**src/mcb_defines.vh**
```
// Constants for the configuration, calendar and command register bank
`ifndef MCB_DEFINES_VH
`define MCB_DEFINES_VH

// Holding register addresses
`define MCB_REG_CFG_ADDR   16'h9cb8
`define MCB_REG_CFG_BAUD   16'h9cb9
`define MCB_REG_LOG_SIX    16'h9cc1
`define MCB_REG_LOG_SEVEN  16'h9cc2
`define MCB_REG_LOG_EIGHT  16'h9cc3
`define MCB_REG_CAL_YEAR   16'ha029
`define MCB_REG_CAL_MONTH  16'ha02a
`define MCB_REG_CAL_DAY    16'ha02b
`define MCB_REG_CAL_HOUR   16'ha02c
`define MCB_REG_CAL_MINUTE 16'ha02d
`define MCB_REG_CAL_SECOND 16'ha02e
`define MCB_REG_ACT_CODE   16'ha411
`define MCB_REG_ACT_OP_ONE 16'ha412
`define MCB_REG_ACT_OP_TWO 16'ha413

// Reset values
`define MCB_RST_CFG_ADDR   16'h0100
`define MCB_RST_CFG_BAUD   16'h0003
`define MCB_RST_LOG        16'h0000
`define MCB_RST_YEAR       16'h07d0
`define MCB_RST_MONTH      16'h0001
`define MCB_RST_DAY        16'h0001
`define MCB_RST_ZERO       16'h0000

// Action codes
`define MCB_ACT_RESTART    16'h0001
`define MCB_ACT_SAVE       16'h0002
`define MCB_ACT_FACTORY    16'h0003

// Field layout: bus address in the upper byte of the address word
`define MCB_ADDR_MSB       15
`define MCB_ADDR_LSB       8
`define MCB_BAUD_W         3

// Switch bank layout
`define MCB_DIP_W          9
`define MCB_DIP_ADDR_LSB   0
`define MCB_DIP_ADDR_W     6
`define MCB_DIP_BAUD_LSB   6
`define MCB_DIP_ADDR_MAX   6'h3e

// Timing
`define MCB_CLK_HZ         100000000
`define MCB_TICK_MS        1000
`define MCB_BLINK_MS       250
`define MCB_HOLD_MS        50
`define MCB_TICK_CYC       ((`MCB_CLK_HZ / 1000) * `MCB_TICK_MS)
`define MCB_BLINK_CYC      ((`MCB_CLK_HZ / 1000) * `MCB_BLINK_MS)
`define MCB_HOLD_CYC       ((`MCB_CLK_HZ / 1000) * `MCB_HOLD_MS)

`endif

```
**src/mcb_calendar.v**
```verilog
// Calendar counter advanced by a one-second enable, with per-field load
`timescale 1ns/1ns
`include "mcb_defines.vh"

module mcb_calendar #(
  parameter TICK_CYC = `MCB_TICK_CYC
) (
  // Clock and reset
  input  wire        clk_i,
  input  wire        rst_n_i,
  // Field load
  input  wire [5:0]  wr_en_i,
  input  wire [15:0] wdata_i,
  // Calendar fields
  output reg  [15:0] year_ff,
  output reg  [15:0] month_ff,
  output reg  [15:0] day_ff,
  output reg  [15:0] hour_ff,
  output reg  [15:0] minute_ff,
  output reg  [15:0] second_ff
);

  localparam CW = $clog2(TICK_CYC + 1);

  reg  [CW-1:0] tick_cnt_ff;
  wire          tick;
  reg  [15:0]   nxt_year;
  reg  [15:0]   nxt_month;
  reg  [15:0]   nxt_day;
  reg  [15:0]   nxt_hour;
  reg  [15:0]   nxt_minute;
  reg  [15:0]   nxt_second;

  function [15:0] days_in_month;
    input [15:0] yr;
    input [15:0] mo;
    begin
      case (mo)
        16'h0004, 16'h0006, 16'h0009, 16'h000b: days_in_month = 16'h001e;
        16'h0002: days_in_month = (yr[1:0] == 2'h0) ? 16'h001d : 16'h001c;
        default:  days_in_month = 16'h001f;
      endcase
    end
  endfunction

  ////////////////////////////////////////////////////////////////////////////
  assign tick = (tick_cnt_ff == TICK_CYC[CW-1:0] - 1'b1);

  always @(posedge clk_i or negedge rst_n_i) begin
    if (!rst_n_i) begin
      tick_cnt_ff <= {CW{1'b0}};
    end else if (tick) begin
      tick_cnt_ff <= {CW{1'b0}};
    end else begin
      tick_cnt_ff <= tick_cnt_ff + 1'b1;
    end
  end

  ////////////////////////////////////////////////////////////////////////////
  // Carry chain second -> year
  always @* begin
    nxt_year   = year_ff;
    nxt_month  = month_ff;
    nxt_day    = day_ff;
    nxt_hour   = hour_ff;
    nxt_minute = minute_ff;
    nxt_second = second_ff;
    if (tick) begin
      nxt_second = second_ff + 16'h0001;
      if (second_ff >= 16'h003b) begin
        nxt_second = 16'h0000;
        nxt_minute = minute_ff + 16'h0001;
        if (minute_ff >= 16'h003b) begin
          nxt_minute = 16'h0000;
          nxt_hour   = hour_ff + 16'h0001;
          if (hour_ff >= 16'h0017) begin
            nxt_hour = 16'h0000;
            nxt_day  = day_ff + 16'h0001;
            if (day_ff >= days_in_month(year_ff, month_ff)) begin
              nxt_day   = 16'h0001;
              nxt_month = month_ff + 16'h0001;
              if (month_ff >= 16'h000c) begin
                nxt_month = 16'h0001;
                nxt_year  = year_ff + 16'h0001;
              end
            end
          end
        end
      end
    end
    // A bus write to a field takes precedence over the carry into it
    if (wr_en_i[0]) nxt_year   = wdata_i;
    if (wr_en_i[1]) nxt_month  = wdata_i;
    if (wr_en_i[2]) nxt_day    = wdata_i;
    if (wr_en_i[3]) nxt_hour   = wdata_i;
    if (wr_en_i[4]) nxt_minute = wdata_i;
    if (wr_en_i[5]) nxt_second = wdata_i;
  end

  always @(posedge clk_i or negedge rst_n_i) begin
    if (!rst_n_i) begin
      year_ff   <= `MCB_RST_YEAR;
      month_ff  <= `MCB_RST_MONTH;
      day_ff    <= `MCB_RST_DAY;
      hour_ff   <= `MCB_RST_ZERO;
      minute_ff <= `MCB_RST_ZERO;
      second_ff <= `MCB_RST_ZERO;
    end else begin
      year_ff   <= nxt_year;
      month_ff  <= nxt_month;
      day_ff    <= nxt_day;
      hour_ff   <= nxt_hour;
      minute_ff <= nxt_minute;
      second_ff <= nxt_second;
    end
  end

endmodule // mcb_calendar

```
**src/mcb_bank.v**
```verilog
// Configuration, calendar and command holding-register bank with panel logic
//
// Functional notes
// - Three log-name words are 16-bit read/write registers that reset to zero.
// - Writing 1, 2 or 3 to the action code restarts, saves or restores factory settings.
// - With every switch at zero the bus address and baud code come from stored settings.
// - With any switch set the bus address and baud code come from the switches.
// - A pen drive with an update file present at power-up starts a firmware update.
// - The firmware update leaves the working configuration registers untouched.
// - The fault indicator blinks while a firmware update runs.
// - Outside a firmware update the fault indicator is lit while any fault input is active.
// - The receive and transmit indicators blink while traffic is seen on the link.
// - The switched-output indicator follows the digital output.
// - Every configuration word is readable and writable through the register port.
// - Baud codes 0 to 7 map to 1200 through 115200 bit/s with code 3 as default.
`timescale 1ns/1ns
`include "mcb_defines.vh"

module mcb_bank #(
  parameter TICK_CYC  = `MCB_TICK_CYC,
  parameter BLINK_CYC = `MCB_BLINK_CYC,
  parameter HOLD_CYC  = `MCB_HOLD_CYC,
  parameter FAULT_W   = 4
) (
  // Clock and reset
  input  wire                 core_clk_i,
  input  wire                 rstn_i,
  // Register port
  input  wire                 reg_req_i,
  input  wire                 reg_we_i,
  input  wire [15:0]          reg_addr_i,
  input  wire [15:0]          reg_wdata_i,
  output wire                 reg_ack_o,
  output wire                 reg_err_o,
  output wire [15:0]          reg_rdata_o,
  // Stored settings
  input  wire                 nvm_load_i,
  input  wire [15:0]          nvm_addr_word_i,
  input  wire [15:0]          nvm_baud_i,
  output wire                 save_cfg_o,
  output wire                 restart_o,
  output wire                 factory_o,
  output wire [15:0]          act_op_one_o,
  output wire [15:0]          act_op_two_o,
  // Front-panel switches and effective link settings
  input  wire [`MCB_DIP_W-1:0] dip_i,
  output wire [7:0]           bus_addr_o,
  output wire [2:0]           baud_code_o,
  output wire [16:0]          baud_rate_o,
  // Firmware update
  input  wire                 usb_present_i,
  input  wire                 usb_file_i,
  input  wire                 fw_done_i,
  output wire                 fw_update_o,
  // Indicators
  input  wire [FAULT_W-1:0]   fault_i,
  input  wire                 rx_act_i,
  input  wire                 tx_act_i,
  input  wire                 dout_i,
  output wire                 fault_led_o,
  output wire                 rx_led_o,
  output wire                 tx_led_o,
  output wire                 dout_led_o
);

  localparam BW = $clog2(BLINK_CYC + 1);
  localparam HW = $clog2(HOLD_CYC + 1);
  localparam SW = `MCB_DIP_W + 2;

  localparam ST_SETTLE = 2'h0;
  localparam ST_UPDATE = 2'h1;
  localparam ST_RUN    = 2'h2;

  reg  [1:0]           rst_sync_ff;
  wire                 rst_n;

  reg  [SW-1:0]        pin_s1_ff;
  reg  [SW-1:0]        pin_s2_ff;
  reg  [SW-1:0]        pin_s3_ff;
  reg  [SW-1:0]        pin_ff;

  reg  [15:0]          cfg_addr_ff;
  reg  [15:0]          cfg_baud_ff;
  reg  [15:0]          log_word_ff [0:2];
  reg  [15:0]          act_code_ff;
  reg  [15:0]          act_op_one_ff;
  reg  [15:0]          act_op_two_ff;
  reg                  save_ff;
  reg                  restart_ff;
  reg                  factory_ff;

  reg                  ack_ff;
  reg                  err_ff;
  reg  [15:0]          rdata_ff;
  reg  [15:0]          nxt_rdata;

  reg  [1:0]           st_ff;
  reg  [2:0]           settle_ff;
  reg  [BW-1:0]        blink_cnt_ff;
  reg                  blink_ff;
  reg                  fault_led_ff;
  reg                  dout_led_ff;

  wire [15:0]          cal_year;
  wire [15:0]          cal_month;
  wire [15:0]          cal_day;
  wire [15:0]          cal_hour;
  wire [15:0]          cal_minute;
  wire [15:0]          cal_second;

  wire                 wr;
  wire [3:0]           wr_idx;
  wire [3:0]           rd_idx;
  wire [5:0]           cal_wr;
  wire [`MCB_DIP_W-1:0] dip;
  wire                 dip_any;
  wire [5:0]           dip_addr;
  wire [1:0]           act_in;
  wire [1:0]           led_on;

  function [3:0] reg_index;
    input [15:0] a;
    begin
      case (a)
        `MCB_REG_CFG_ADDR:   reg_index = 4'h1;
        `MCB_REG_CFG_BAUD:   reg_index = 4'h2;
        `MCB_REG_LOG_SIX:    reg_index = 4'h3;
        `MCB_REG_LOG_SEVEN:  reg_index = 4'h4;
        `MCB_REG_LOG_EIGHT:  reg_index = 4'h5;
        `MCB_REG_CAL_YEAR:   reg_index = 4'h6;
        `MCB_REG_CAL_MONTH:  reg_index = 4'h7;
        `MCB_REG_CAL_DAY:    reg_index = 4'h8;
        `MCB_REG_CAL_HOUR:   reg_index = 4'h9;
        `MCB_REG_CAL_MINUTE: reg_index = 4'ha;
        `MCB_REG_CAL_SECOND: reg_index = 4'hb;
        `MCB_REG_ACT_CODE:   reg_index = 4'hc;
        `MCB_REG_ACT_OP_ONE: reg_index = 4'hd;
        `MCB_REG_ACT_OP_TWO: reg_index = 4'he;
        default:             reg_index = 4'h0;
      endcase
    end
  endfunction

  function [16:0] baud_of_code;
    input [2:0] c;
    begin
      case (c)
        3'h0:    baud_of_code = 17'h004b0;
        3'h1:    baud_of_code = 17'h00960;
        3'h2:    baud_of_code = 17'h012c0;
        3'h3:    baud_of_code = 17'h02580;
        3'h4:    baud_of_code = 17'h04b00;
        3'h5:    baud_of_code = 17'h09600;
        3'h6:    baud_of_code = 17'h0e100;
        default: baud_of_code = 17'h1c200;
      endcase
    end
  endfunction

  ////////////////////////////////////////////////////////////////////////////
  // Reset release
  always @(posedge core_clk_i or negedge rstn_i) begin
    if (!rstn_i) begin
      rst_sync_ff <= 2'h0;
    end else begin
      rst_sync_ff <= {rst_sync_ff[0], 1'b1};
    end
  end
  assign rst_n = rst_sync_ff[1];

  ////////////////////////////////////////////////////////////////////////////
  // Pin synchronisers: a change counts once stages two and three agree
  always @(posedge core_clk_i or negedge rst_n) begin
    if (!rst_n) begin
      pin_s1_ff <= {SW{1'b0}};
      pin_s2_ff <= {SW{1'b0}};
      pin_s3_ff <= {SW{1'b0}};
      pin_ff    <= {SW{1'b0}};
    end else begin
      pin_s1_ff <= {usb_file_i, usb_present_i, dip_i};
      pin_s2_ff <= pin_s1_ff;
      pin_s3_ff <= pin_s2_ff;
      pin_ff    <= (pin_s2_ff & pin_s3_ff) | (pin_ff & (pin_s2_ff | pin_s3_ff));
    end
  end
  assign dip = pin_ff[`MCB_DIP_W-1:0];

  ////////////////////////////////////////////////////////////////////////////
  // Register port decode
  assign wr     = reg_req_i & reg_we_i;
  assign wr_idx = wr ? reg_index(reg_addr_i) : 4'h0;
  assign rd_idx = reg_index(reg_addr_i);
  assign cal_wr = {wr_idx == 4'hb, wr_idx == 4'ha, wr_idx == 4'h9,
                   wr_idx == 4'h8, wr_idx == 4'h7, wr_idx == 4'h6};

  always @* begin
    case (rd_idx)
      4'h1:    nxt_rdata = cfg_addr_ff;
      4'h2:    nxt_rdata = cfg_baud_ff;
      4'h3:    nxt_rdata = log_word_ff[0];
      4'h4:    nxt_rdata = log_word_ff[1];
      4'h5:    nxt_rdata = log_word_ff[2];
      4'h6:    nxt_rdata = cal_year;
      4'h7:    nxt_rdata = cal_month;
      4'h8:    nxt_rdata = cal_day;
      4'h9:    nxt_rdata = cal_hour;
      4'ha:    nxt_rdata = cal_minute;
      4'hb:    nxt_rdata = cal_second;
      4'hc:    nxt_rdata = act_code_ff;
      4'hd:    nxt_rdata = act_op_one_ff;
      4'he:    nxt_rdata = act_op_two_ff;
      default: nxt_rdata = 16'h0000;
    endcase
  end

  always @(posedge core_clk_i or negedge rst_n) begin
    if (!rst_n) begin
      ack_ff   <= 1'b0;
      err_ff   <= 1'b0;
      rdata_ff <= 16'h0000;
    end else begin
      ack_ff   <= reg_req_i;
      err_ff   <= reg_req_i & (rd_idx == 4'h0);
      if (reg_req_i & ~reg_we_i) begin
        rdata_ff <= nxt_rdata;
      end
    end
  end

  ////////////////////////////////////////////////////////////////////////////
  // Working configuration and log name; only bus, stored load and factory
  // restore touch these, never the firmware update path
  always @(posedge core_clk_i or negedge rst_n) begin
    if (!rst_n) begin
      cfg_addr_ff    <= `MCB_RST_CFG_ADDR;
      cfg_baud_ff    <= `MCB_RST_CFG_BAUD;
      log_word_ff[0] <= `MCB_RST_LOG;
      log_word_ff[1] <= `MCB_RST_LOG;
      log_word_ff[2] <= `MCB_RST_LOG;
    end else if (factory_ff) begin
      cfg_addr_ff    <= `MCB_RST_CFG_ADDR;
      cfg_baud_ff    <= `MCB_RST_CFG_BAUD;
      log_word_ff[0] <= `MCB_RST_LOG;
      log_word_ff[1] <= `MCB_RST_LOG;
      log_word_ff[2] <= `MCB_RST_LOG;
    end else if (nvm_load_i) begin
      cfg_addr_ff <= nvm_addr_word_i;
      cfg_baud_ff <= nvm_baud_i;
    end else begin
      if (wr_idx == 4'h1) cfg_addr_ff    <= reg_wdata_i;
      if (wr_idx == 4'h2) cfg_baud_ff    <= reg_wdata_i;
      if (wr_idx == 4'h3) log_word_ff[0] <= reg_wdata_i;
      if (wr_idx == 4'h4) log_word_ff[1] <= reg_wdata_i;
      if (wr_idx == 4'h5) log_word_ff[2] <= reg_wdata_i;
    end
  end

  ////////////////////////////////////////////////////////////////////////////
  // Action code and operands; one pulse per write of the code
  always @(posedge core_clk_i or negedge rst_n) begin
    if (!rst_n) begin
      act_code_ff   <= 16'h0000;
      act_op_one_ff <= 16'h0000;
      act_op_two_ff <= 16'h0000;
      save_ff       <= 1'b0;
      restart_ff    <= 1'b0;
      factory_ff    <= 1'b0;
    end else begin
      if (wr_idx == 4'hd) act_op_one_ff <= reg_wdata_i;
      if (wr_idx == 4'he) act_op_two_ff <= reg_wdata_i;
      if (wr_idx == 4'hc) act_code_ff   <= reg_wdata_i;
      restart_ff <= (wr_idx == 4'hc) & (reg_wdata_i == `MCB_ACT_RESTART);
      save_ff    <= (wr_idx == 4'hc) & (reg_wdata_i == `MCB_ACT_SAVE);
      factory_ff <= (wr_idx == 4'hc) & (reg_wdata_i == `MCB_ACT_FACTORY);
    end
  end

  ////////////////////////////////////////////////////////////////////////////
  // Calendar
  mcb_calendar #(
    .TICK_CYC (TICK_CYC)
  ) mcb_calendar_inst (
    .clk_i     (core_clk_i),
    .rst_n_i   (rst_n),
    .wr_en_i   (cal_wr),
    .wdata_i   (reg_wdata_i),
    .year_ff   (cal_year),
    .month_ff  (cal_month),
    .day_ff    (cal_day),
    .hour_ff   (cal_hour),
    .minute_ff (cal_minute),
    .second_ff (cal_second)
  );

  ////////////////////////////////////////////////////////////////////////////
  // Effective link settings: switches override stored settings
  assign dip_any  = |dip;
  assign dip_addr = (dip[`MCB_DIP_ADDR_LSB +: `MCB_DIP_ADDR_W] > `MCB_DIP_ADDR_MAX) ?
                    `MCB_DIP_ADDR_MAX : dip[`MCB_DIP_ADDR_LSB +: `MCB_DIP_ADDR_W];
  assign bus_addr_o  = dip_any ? {2'h0, dip_addr} :
                       cfg_addr_ff[`MCB_ADDR_MSB:`MCB_ADDR_LSB];
  assign baud_code_o = dip_any ? dip[`MCB_DIP_BAUD_LSB +: `MCB_BAUD_W] :
                       cfg_baud_ff[`MCB_BAUD_W-1:0];
  assign baud_rate_o = baud_of_code(baud_code_o);

  ////////////////////////////////////////////////////////////////////////////
  // Power-up update check, taken once the synchronisers have settled
  always @(posedge core_clk_i or negedge rst_n) begin
    if (!rst_n) begin
      st_ff     <= ST_SETTLE;
      settle_ff <= 3'h0;
    end else begin
      case (st_ff)
        ST_SETTLE: begin
          // Wait long enough for pin_ff to hold the pins sampled after reset
          settle_ff <= settle_ff + 3'h1;
          if (settle_ff == 3'h7) begin
            st_ff <= (pin_ff[SW-1] & pin_ff[SW-2]) ? ST_UPDATE : ST_RUN;
          end
        end
        ST_UPDATE: begin
          if (fw_done_i) begin
            st_ff <= ST_RUN;
          end
        end
        ST_RUN: begin
          st_ff <= ST_RUN;
        end
        default: begin
          st_ff <= ST_RUN;
        end
      endcase
    end
  end
  assign fw_update_o = (st_ff == ST_UPDATE);

  ////////////////////////////////////////////////////////////////////////////
  // Blink phase
  always @(posedge core_clk_i or negedge rst_n) begin
    if (!rst_n) begin
      blink_cnt_ff <= {BW{1'b0}};
      blink_ff     <= 1'b0;
    end else if (blink_cnt_ff == BLINK_CYC[BW-1:0] - 1'b1) begin
      blink_cnt_ff <= {BW{1'b0}};
      blink_ff     <= ~blink_ff;
    end else begin
      blink_cnt_ff <= blink_cnt_ff + 1'b1;
    end
  end

  ////////////////////////////////////////////////////////////////////////////
  // Traffic indicators: held for a while after each activity pulse, blinking
  assign act_in = {tx_act_i, rx_act_i};

  genvar g;
  generate
    for (g = 0; g < 2; g = g + 1) begin : g_act
      reg [HW-1:0] hold_ff;
      reg          led_ff;
      always @(posedge core_clk_i or negedge rst_n) begin
        if (!rst_n) begin
          hold_ff <= {HW{1'b0}};
          led_ff  <= 1'b0;
        end else begin
          if (act_in[g]) begin
            hold_ff <= HOLD_CYC[HW-1:0];
          end else if (hold_ff != {HW{1'b0}}) begin
            hold_ff <= hold_ff - 1'b1;
          end
          led_ff <= (hold_ff != {HW{1'b0}}) & blink_ff;
        end
      end
      assign led_on[g] = led_ff;
    end
  endgenerate

  ////////////////////////////////////////////////////////////////////////////
  // Fault and output indicators
  always @(posedge core_clk_i or negedge rst_n) begin
    if (!rst_n) begin
      fault_led_ff <= 1'b0;
      dout_led_ff  <= 1'b0;
    end else begin
      fault_led_ff <= (st_ff == ST_UPDATE) ? blink_ff :
                      (|fault_i);
      dout_led_ff  <= dout_i;
    end
  end

  ////////////////////////////////////////////////////////////////////////////
  // Outputs
  assign reg_ack_o    = ack_ff;
  assign reg_err_o    = err_ff;
  assign reg_rdata_o  = rdata_ff;
  assign save_cfg_o   = save_ff;
  assign restart_o    = restart_ff;
  assign factory_o    = factory_ff;
  assign act_op_one_o = act_op_one_ff;
  assign act_op_two_o = act_op_two_ff;
  assign fault_led_o  = fault_led_ff;
  assign rx_led_o     = led_on[0];
  assign tx_led_o     = led_on[1];
  assign dout_led_o   = dout_led_ff;

endmodule // mcb_bank

```
**config.mk**
```make
export PLATFORM = sky130hd
export DESIGN_NAME = mcb_bank
export DESIGN_NICKNAME = d
export VERILOG_FILES = /design/src/mcb_calendar.v /design/src/mcb_bank.v
export VERILOG_INCLUDE_DIRS = /design/src /design/src/src
export SDC_FILE = /design/constraint.sdc
export NUM_CORES = 1
export LEC_CHECK = 0
export BUFFER_PORTS_ARGS = -buffer_cell sky130_fd_sc_hd__buf_4
export CAP_MARGIN = 10
export CORE_MARGIN = 4
export CORE_UTILIZATION = 60
export CTS_BUF_LIST = sky130_fd_sc_hd__clkbuf_16
export CTS_CLUSTER_DIAMETER = 120
export DETAILED_ROUTE_END_ITERATION = 10
export PLACE_DENSITY = 0.8
export SETUP_SLACK_MARGIN = 0.1
export SLEW_MARGIN = 20
export SYNTH_ARGS = -nofsm -noshare
export SYNTH_HDL_FRONTEND = slang
export SYNTH_SLANG_ARGS = --single-unit
```
**constraint.sdc**
```tcl
create_clock -name core_clk_i -period 14.5 [get_ports core_clk_i]
set_input_delay 2.9 -clock core_clk_i [delete_from_list [all_inputs] [get_ports core_clk_i]]
set_output_delay 2.9 -clock core_clk_i [all_outputs]
set_load 0.02 [all_outputs]
```
Word-level counts from Yosys, hierarchy flattened
Cells that the tools add are included.
Widths: inputs -> output; s select.
Cells by class
  muxes and demuxes: 67
  order comparisons: 6
  add/sub/neg operators: 11
  equal/unequal tests: 63
  reduce and logical (&&, ||, !) cells: 46
  bitwise logic cells: 15
Operator list (count)
  $mux 16: 45
  $eq 16x16->1 const B: 14
  $pmux 16 s14: 1
  $pmux 17 s7: 1
  $add 16x1->16 const B: 6
  $mux 48: 2
  $mux 23: 4
  $eq 4x4->1 const B: 14
  $pmux 4 s14: 1
  $reduce_bool 2->1: 26
  $eq 16x2->1 const B: 3
  $reduce_bool 23->1: 2
  $sub 23x1->23 const B: 2
  $eq 16x3->1 const B: 2
  $eq 16x4->1 const B: 2
  $eq 4x3->1 const B: 8
  $ge 16x6->1 const B: 2
  $pmux 16 s2: 1
  $add 27x1->27 const B: 1
  $eq 27x27->1 const B: 1
  $mux 27: 1
  $add 25x1->25 const B: 1
  $eq 25x25->1 const B: 1
  $mux 25: 1
  other kinds (36): 66
Storage, ports and cells
  logic and storage cells: 244
  flip-flop bits (word level): 399
  output and inout bits: 86

Longest topological paths before layout
Gate-level depths: netlist (run 1).
  depth after elaboration: 14
  depth in mapped cells: 14

Cells and area by module
Synthesis (run 1) repeated with hierarchy kept, for this count alone.
Unflattened totals
  cells, all modules: 2057
  area total of the unflattened synthesis: 19956.6 um2
By module, submodules not included
  mcb_bank: times used 1, seq. area each 6910.4 um2, area an instance 13569.3 um2, cells each 1335
  mcb_calendar: times used 1, seq. area each 3088.0 um2, area an instance 6387.4 um2, cells each 722

Least setup slack after synthesis (run 1)
OpenSTA, ideal clock, no wires.
  kind: register to output
  start: register pin_ff[4]
  end: output port baud_rate_o[10]
  stages on the path, launching flop included: 8
  data arrival time: 2.297 ns
  data required time: 11.600 ns
  slack: 9.303 ns
  cells stage by stage: dfrtp_1 > nor4_1 > nand2_1 > nor2_1 > a21oi_1 > xnor2_1 > inv_1 > o21ai_0
Between the ends
  longest elaborated chain between the ends: 4
  elaborated cells on any way between the ends: 10
  those cells by class: eq/ne: 6; mux: 2; reduce/logical: 2
Ends and longest elaborated chain
  start, declared: RTL line mcb_bank.v:80  | reg [SW-1:0] pin_ff;
  start signal, assigned: RTL line mcb_bank.v:178  | pin_ff <= {SW{1'b0}};
  start signal, assigned: RTL line mcb_bank.v:183  | pin_ff <= (pin_s2_ff & pin_s3_ff) | (pin_ff & (pin_s2_ff | pin_s3_ff));
  $reduce_or 9->1 *: RTL line mcb_bank.v:297  | assign dip_any = |dip;
  $mux 3 *: RTL line mcb_bank.v:302  | assign baud_code_o = dip_any ? dip[`MCB_DIP_BAUD_LSB +: `MCB_BAUD_W] :
  $eq 3x3->1, or another cell as far along: RTL line mcb_bank.v:147  | case (c)
  $pmux 17 s7 *: RTL line mcb_bank.v:147
  end, declared: RTL line mcb_bank.v:49  | output wire [16:0] baud_rate_o,
Every way passes the cells marked *; elsewhere a longest branch is shown, timed or not.

Final worst setup path (run 1)
  start: register pin_ff[0]
  end: output port baud_rate_o[10]
The elaborated chain is that of the path after synthesis.

==> run metrics, run 1 <==
Slew Limit Fails=0; final hold viol count=0; Setup crit start=pin_ff[0]; Required @ worst endpoint=~12 ns; crit-path max cell delay=around 0.57 ns; CP bufs+invs=2; critical path class=flop to output port; Max Fclk=165.6 MHz; Main synth FF type=dfrtp_1; DIE HEIGHT=188.3 µm; clock slew at reported path FFs=0.06 ns; Max Buffers Root-to-Sink=3; final setup fails=0; EDFF count, synth=0; Vias=15969; Met2 Wirelength=25.19 mm; combinational share of power=8.2%; Leakage Power=10.23 nW; Pwr Density=111.2 nW/µm²; clk_lat worst skew=~0.55 ns; NetSw=approximately 600 µW; Worst VDD drop=~0.11 mV; Clock Skews=0.01839 ns; Post-route DRC=0; HPWL after DPL=~37 mm; GRT overflow=0; CP Max Fanout=10; Root Buffer=clkbuf_16; area share of the largest cell type after synthesis=49.78%; row count=65; post-cts resize count=0; Via density=6.265; top sig layer=met4; ratio of cells with drive above 1 in the final layout=between 10% and 20%; Die Width=188.3 µm; Clk pwr share=~45%; metal1 wirelength=21.95 mm; ANT cells=0; Cell Area, Synth=between 15000 and 20000 µm²; GRT Total Usage=30.41%; Synth-to-Final Area Change=15.36%; Net Sw Frac=24.56%; Post-synth ARST share=between 90% and 100%; CTS Buf Count=between 40 and 50; CP max stage cell=nor2_1; I/O pins=roughly 170; Nets=2187; CTS tree=yes; synth warn=0; vias in the first global route=15666; slew of the pin with the lowest slew margin=~1.2 ns; total of max-cap violations=0; Seq/Total Area, Yosys=51.26%; Initial Util=61.34%; Top Family by Delay on Critical Path=simple AND/OR/NAND/NOR gates; Post-CTS Setup Inserts=0; largest net degree at the start of global routing=approximately 170; Yosys top cell by area=dfrtp_1; post-DR wirelength/cell=21.30 µm; Seq pwr share=between 40% and 50%; register bit total from synthesis=between 300 and 400; Core Box Area=31800 µm²; R2R Setup Slk=9.92 ns; first-pass GRT wire length=just under 90 mm; Post-Syn Instances=1959; Clock Sink Count=399; CTS Hold Bufs=0; number of I/O port buffers=169; Hold Path Class=flop to async pin; Die ar.=35460 µm²; 1st-pass router iterations=8; Slew HR=21.10%; Reg2Reg Launch Point=mcb_calendar_inst.month_ff[8]; final wirelength=roughly 54 mm; design area=approximately 23000 µm²; status=finished clean; critical path endpoint category=output port; fin crit share=41.65%; synth top area cells=dfrtp_1, mux2i_1, nor2_1; Placed Area=21020 µm²; CP startpoint kind=flop; Post-DRT Antenna Nets=0; GP Congestion=0.9272; initial antenna violation count=0; Synth Area per Inst=9.957 µm²; htree depth=2; setup TNS=0 ns; Netlist cell types=76; critical path, cell by cell=nor4_1, nand2_1, nor2_1, a21oi_1, xnor2_1, inv_1, o21ai_0, buf_4; Initial DRC Count=1743; Final min period=roughly 6.0 ns; Critical Path AT=3.14 ns; Int Power=between 1.5 and 2 mW; RSZ-0062 raised after global routing=no; met3 WL=about 5.0 mm
[state kept, by name, summed over array words and instances, names as in the netlist, 16 cells and up]
| signal | count |
|---|---|
| mcb_calendar_inst.day_ff | 16 |
| g_act.hold_ff | 46 |
| mcb_calendar_inst.hour_ff | 16 |
| mcb_calendar_inst.minute_ff | 16 |
| mcb_calendar_inst.second_ff | 16 |
| mcb_calendar_inst.tick_cnt_ff | 27 |
| log_word_ff | 48 |
| cfg_baud_ff | 16 |
| reg_rdata_o | 16 |
| blink_cnt_ff | 25 |
| mcb_calendar_inst.month_ff | 16 |
| act_op_two_o | 16 |
| act_code_ff | 16 |
| cfg_addr_ff | 16 |
| act_op_one_o | 16 |
| mcb_calendar_inst.year_ff | 16 |
[cell usage after synthesis (31+ instances only)]
library cell,n
dfrtp_1,388
nor2_1,236
nand2_1,235
a21oi_1,115
mux2i_1,105
nand3_1,94
clkbuf_1,69
xnor2_1,61
o21ai_0,48
mux2_2,46
xor2_1,36
nor4_1,32
o31ai_1,31
[power groups by stage]
stage / clock network (mW) / registers, mW / logic [mW]
finish: 1.12 / 1.17 / 0.204
global route: 1.18 / 1.18 / 0.222
CTS: 1.13 / 1.18 / 0.199
detailed placement: 0 / 1.20 / 0.198
global placement: 0 / 1.19 / 0.193
floorplan: 0 / 1.21 / 0.100
[layout make-up]
| cell class | instances | area, µm² |
|---|---|---|
| fillers | 2332 | 9296 |
| inverters | 32 | 120.1 |
| multi-input cells | 1417 | 8945 |
| flip-flops and latches | 399 | 10000 |
| repair buffers | 188 | 1444 |
| clock buffers | 43 | 1076 |
| clock inverters | 35 | 370.4 |
| well taps | 435 | 544.3 |
[path summary, 6_finish.rpt]
kind	endpoint	depth (start not counted)
worst max-delay path	baud_rate_o[10]	8
worst min-delay path	mcb_calendar_inst.tick_cnt_ff[5]	0
worst max register to register	mcb_calendar_inst.month_ff[2]	13
worst min register to register	mcb_calendar_inst.tick_cnt_ff[5]	0
max in group asynchronous	act_code_ff[10]	2
min in group core_clk_i	pin_s2_ff[9]	0
[cells in the final DEF (no fill, tap or decap), drive strengths merged, types with 6 or more instances in the layout]
master  netlist  layout
a211oi        9       9
a21o          6       6
a21oi       115     115
a221oi       26      26
a22o          9       9
a31oi        20      20
and2         11      11
and3         17      17
and4         10      10
buf          45     188
bufinv        0       7
clkbuf       69      43
clkinv        2      23
dfrtp       388     388
dfstp        11      11
ha           18      18
inv          30      36
maj3         11      11
mux2         51      51
mux2i       105     105
nand2       235     235
nand2b       19      19
nand3        95      95
nand4        29      29
nor2        238     238
nor2b        24      24
nor3         35      35
nor4         40      40
nor4b         8       8
o211ai       16      16
o21a          6       6
o21ai        51      51
o22ai        16      16
o31ai        31      31
or3          12      12
or4           8       8
xnor2        61      61
xor2         36      36
[layer usage]
| layer | GRT usage, % | vias to the layer above |
|---|---|---|
| li1 | - | 7168 |
| met1 | 43.47 | 7843 |
| met2 | 47.33 | 800 |
| met3 | 5.280 | 158 |
| met4 | 11.04 | 0 |
| met5 | 0 | - |
[per-stage QoR]
step	setup slack [ns]	hold slack [ns]	instances	power, mW	util (%)
2_1_floorplan	2.575	0.3312	1962	1.306	-
3_3_place_gp	8.433	0.3328	2470	1.388	66.11
3_5_place_dp	8.360	0.3355	2470	1.395	66.11
4_1_cts	8.483	0.3496	2548	2.507	70.66
5_1_grt	8.163	0.2478	2549	2.584	70.77
6_report	8.461	0.2215	2549	2.502	70.77
[kinds of logic after synthesis]
group                    share of synthesized area [%]
XOR/XNOR                                         4.355
flip-flops                                       51.26
AND/OR/NAND/NOR                                  20.40
adder cells (fa/ha/maj)                          1.719
buffers and inverters                            3.297
multiplexers                                     8.332
AO/OA/AOI/OAI                                    10.60
other                                          0.03850
[worst register-to-register path, delay by kind of cell (launching register included)]
family	cells	cell delay, ns
DFF	1	0.42
and+or+nand+nor	5	2.29
AOI/OAI and AO/OA	6	1.22
adders and majority gates	1	0.32
buffers and inverters	1	0.21
(Power assumes the default switching activity.)
==> run 2: changes to the inputs <==
--- a/config.mk
+++ b/config.mk
@@ -9,11 +9,11 @@
 export BUFFER_PORTS_ARGS = -buffer_cell sky130_fd_sc_hd__buf_4
 export CAP_MARGIN = 10
 export CORE_MARGIN = 4
-export CORE_UTILIZATION = 60
+export CORE_UTILIZATION = 54
 export CTS_BUF_LIST = sky130_fd_sc_hd__clkbuf_16
 export CTS_CLUSTER_DIAMETER = 120
 export DETAILED_ROUTE_END_ITERATION = 10
-export PLACE_DENSITY = 0.8
+export PLACE_DENSITY = 0.76
 export SETUP_SLACK_MARGIN = 0.1
 export SLEW_MARGIN = 20
 export SYNTH_ARGS = -nofsm -noshare
==> constraint.sdc (replaced) <==
create_clock -name core_clk_i -period 5.2 [get_ports core_clk_i]
set_input_delay 1.04 -clock core_clk_i [delete_from_list [all_inputs] [get_ports core_clk_i]]
set_output_delay 1.04 -clock core_clk_i [all_outputs]
set_load 0.02 [all_outputs]
==> run metrics, run 2 (synthesis results as in run 1) <==
status=finished clean; slew of the pin with the lowest slew margin=1.043 ns (-0.1313 ns); Die Width=198.1 µm (+5.2%); critical path class=flop to output port; CTS Hold Bufs=0 (unchanged); Initial Util=54.84% (-6.5 points); R2R Setup Slk=1.29 ns (-8.63 ns); clk_lat worst skew=0.57 ns (+0.02 ns); Clock Skews=0.02406 ns (+0.005674 ns); Synth-to-Final Area Change=15.43% (about the same); Post-CTS Setup Inserts=0 (unchanged); Hold Path Class=primary input to async pin; Critical Path AT=3.29 ns (+0.15 ns); Final min period=4.330 ns; Pwr Density=305.7 nW/µm² (+180%); Reg2Reg Launch Point=mcb_calendar_inst.month_ff[8]; htree depth=2 (unchanged); CP Max Fanout=10 (unchanged); initial antenna violation count=0 (unchanged); final wirelength=54.37 mm (+0.15%); Required @ worst endpoint=4.16 ns (-7.44 ns); number of I/O port buffers=169 (unchanged); post-DR wirelength/cell=21.05 µm (-1.2%); DIE HEIGHT=198.1 µm (+5.2%); combinational share of power=8.2% (about the same); RSZ-0062 raised after global routing=no; Post-route DRC=0 (unchanged); Max Fclk=230.9 MHz; GRT Total Usage=27.56% (-2.9 points); GP Congestion=1.047 (+13%); Worst VDD drop=0.2947 mV (+170%); biggest regs=log_word_ff (48), g_act.hold_ff (46), mcb_calendar_inst.tick_cnt_ff (27); NetSw=1.718 mW (+180%); GRT overflow=0 (unchanged); Initial DRC Count=1490 (-15%); row count=69 (+6.2%); fin crit share=83.28%; Core Box Area=35570 µm² (+12%); CTS tree=yes; Net Sw Frac=24.96% (+0.40 points); CP startpoint kind=flop; Most flops, register=log_word_ff; setup TNS=0 ns (unchanged); Slew HR=30.06% (+9.0 points); number of flip-flops in the largest register=48 (unchanged); most frequent cells in the layout=dfrtp_1, nand2_1, nor2_1, buf_4, a21oi_1; most common cell after layout, fill and taps aside=dfrtp_1; Die ar.=39230 µm² (+11%); ANT cells=0 (unchanged); total of max-cap violations=0 (unchanged); Vias=15867 (-0.64%); final setup fails=0 (unchanged); Slew Limit Fails=0 (unchanged); Via density=6.143 (-1.9%); CTS Buf Count=43 (unchanged); Root Buffer=clkbuf_16; HPWL after DPL=36.61 mm (-0.40%); R2R Path End=mcb_calendar_inst.month_ff[2]; I/O pins=174 (unchanged); total power=6.884 mW (+180%); first-pass GRT wire length=86.31 mm (-0.86%); largest net degree at the start of global routing=178 (+2.3%); Clk pwr share=44.2% (-0.7 points); Nets=2194 (+0.32%); 1st-pass router iterations=10 (+2); ratio of cells with drive above 1 in the final layout=16.49% (-0.11 points); Post-DRT Antenna Nets=0 (unchanged); clock slew at reported path FFs=0.06 ns (about the same); post-cts resize count=0 (unchanged); final hold viol count=0 (unchanged); critical path endpoint category=output port; Leakage Power=10.26 nW (+0.23%); Seq pwr share=47.6% (+0.6 points); Int Power=5.166 mW (+170%); r2r worst-path depth=13 (unchanged); Clock Sink Count=399 (unchanged); Max Buffers Root-to-Sink=3 (unchanged); vias in the first global route=15728 (+0.40%)
[run 2: cell types whose count changed in the layout (fill, tap and decap cells not counted), moves of 2 or more]
cell       delta
bufinv_16     -2
clkinv_4      -2
buf_4         +7
clkinv_2      -3
nor2_2        -3
inv_16        +2
nor2_1        +3
inv_1         +5
clkinv_8      -2
inv_6         +2
[run 2: worst max path at each step]
stage                                     endpoint  depth (start not counted)           start
finish                             baud_rate_o[10]                          8       pin_ff[4]
global route                       baud_rate_o[10]                          8       pin_ff[4]
CTS                                baud_rate_o[10]                          8       pin_ff[4]
detailed placement  mcb_calendar_inst.minute_ff[6]                          7   reg_addr_i[7]
global placement                   act_op_two_o[6]                          8   reg_addr_i[7]
floorplan                           act_code_ff[0]                          0  rst_sync_ff[1]
[run 2: power groups by stage]
stage / Clock [mW] / Sequential [mW] / Combinational [mW]
3_3_place_gp: 0 / 3.33 / 0.547
2_1_floorplan: 0 / 3.36 / 0.280
3_5_place_dp: 0 / 3.33 / 0.560
5_1_grt: 3.23 / 3.29 / 0.615
6_report: 3.04 / 3.28 / 0.566
4_1_cts: 3.10 / 3.28 / 0.564
[run 2: stage by stage]
step	setup slack [ns]	area, µm²	hold WS [ns]	std cells	utilization (%)
3_3_place_gp	1.292	21120	0.3332	2504	59.37
5_1_grt	0.4857	22520	0.2311	2583	63.30
6_report	0.8696	22520	0.2527	2583	63.30
2_1_floorplan	1.285	19520	0.3312	1962	-
3_5_place_dp	1.175	21120	0.3347	2504	59.37
4_1_cts	0.8299	22520	0.2302	2583	63.30
[run 2: worst max-delay path: stages, from the launching register on]
cell     delay (ns)
dfrtp_1        0.45
nor4_1         0.43
nand2_1        0.09
nor2_1         0.56
a21oi_1        0.40
xnor2_1        0.36
inv_1          0.10
o21ai_0        0.16
buf_4          0.17
[run 2: final cells by class]
type	count	area, µm²
fill	2864	13050
clock buffer	43	1076
timing repair buffer	195	1489
tap	461	576.8
clock inverter	36	321.6
inverter	32	120.1
multi-input combinational	1417	8929
sequential	399	10000
[run 2: per-layer routing]
layer	routed length, µm	GRT usage, %	vias up
met5	0	0	-
met1	22010	38.28	7785
li1	-	-	7181
met2	25070	42.96	734
met3	4985	5.819	167
met4	2303	10.56	0
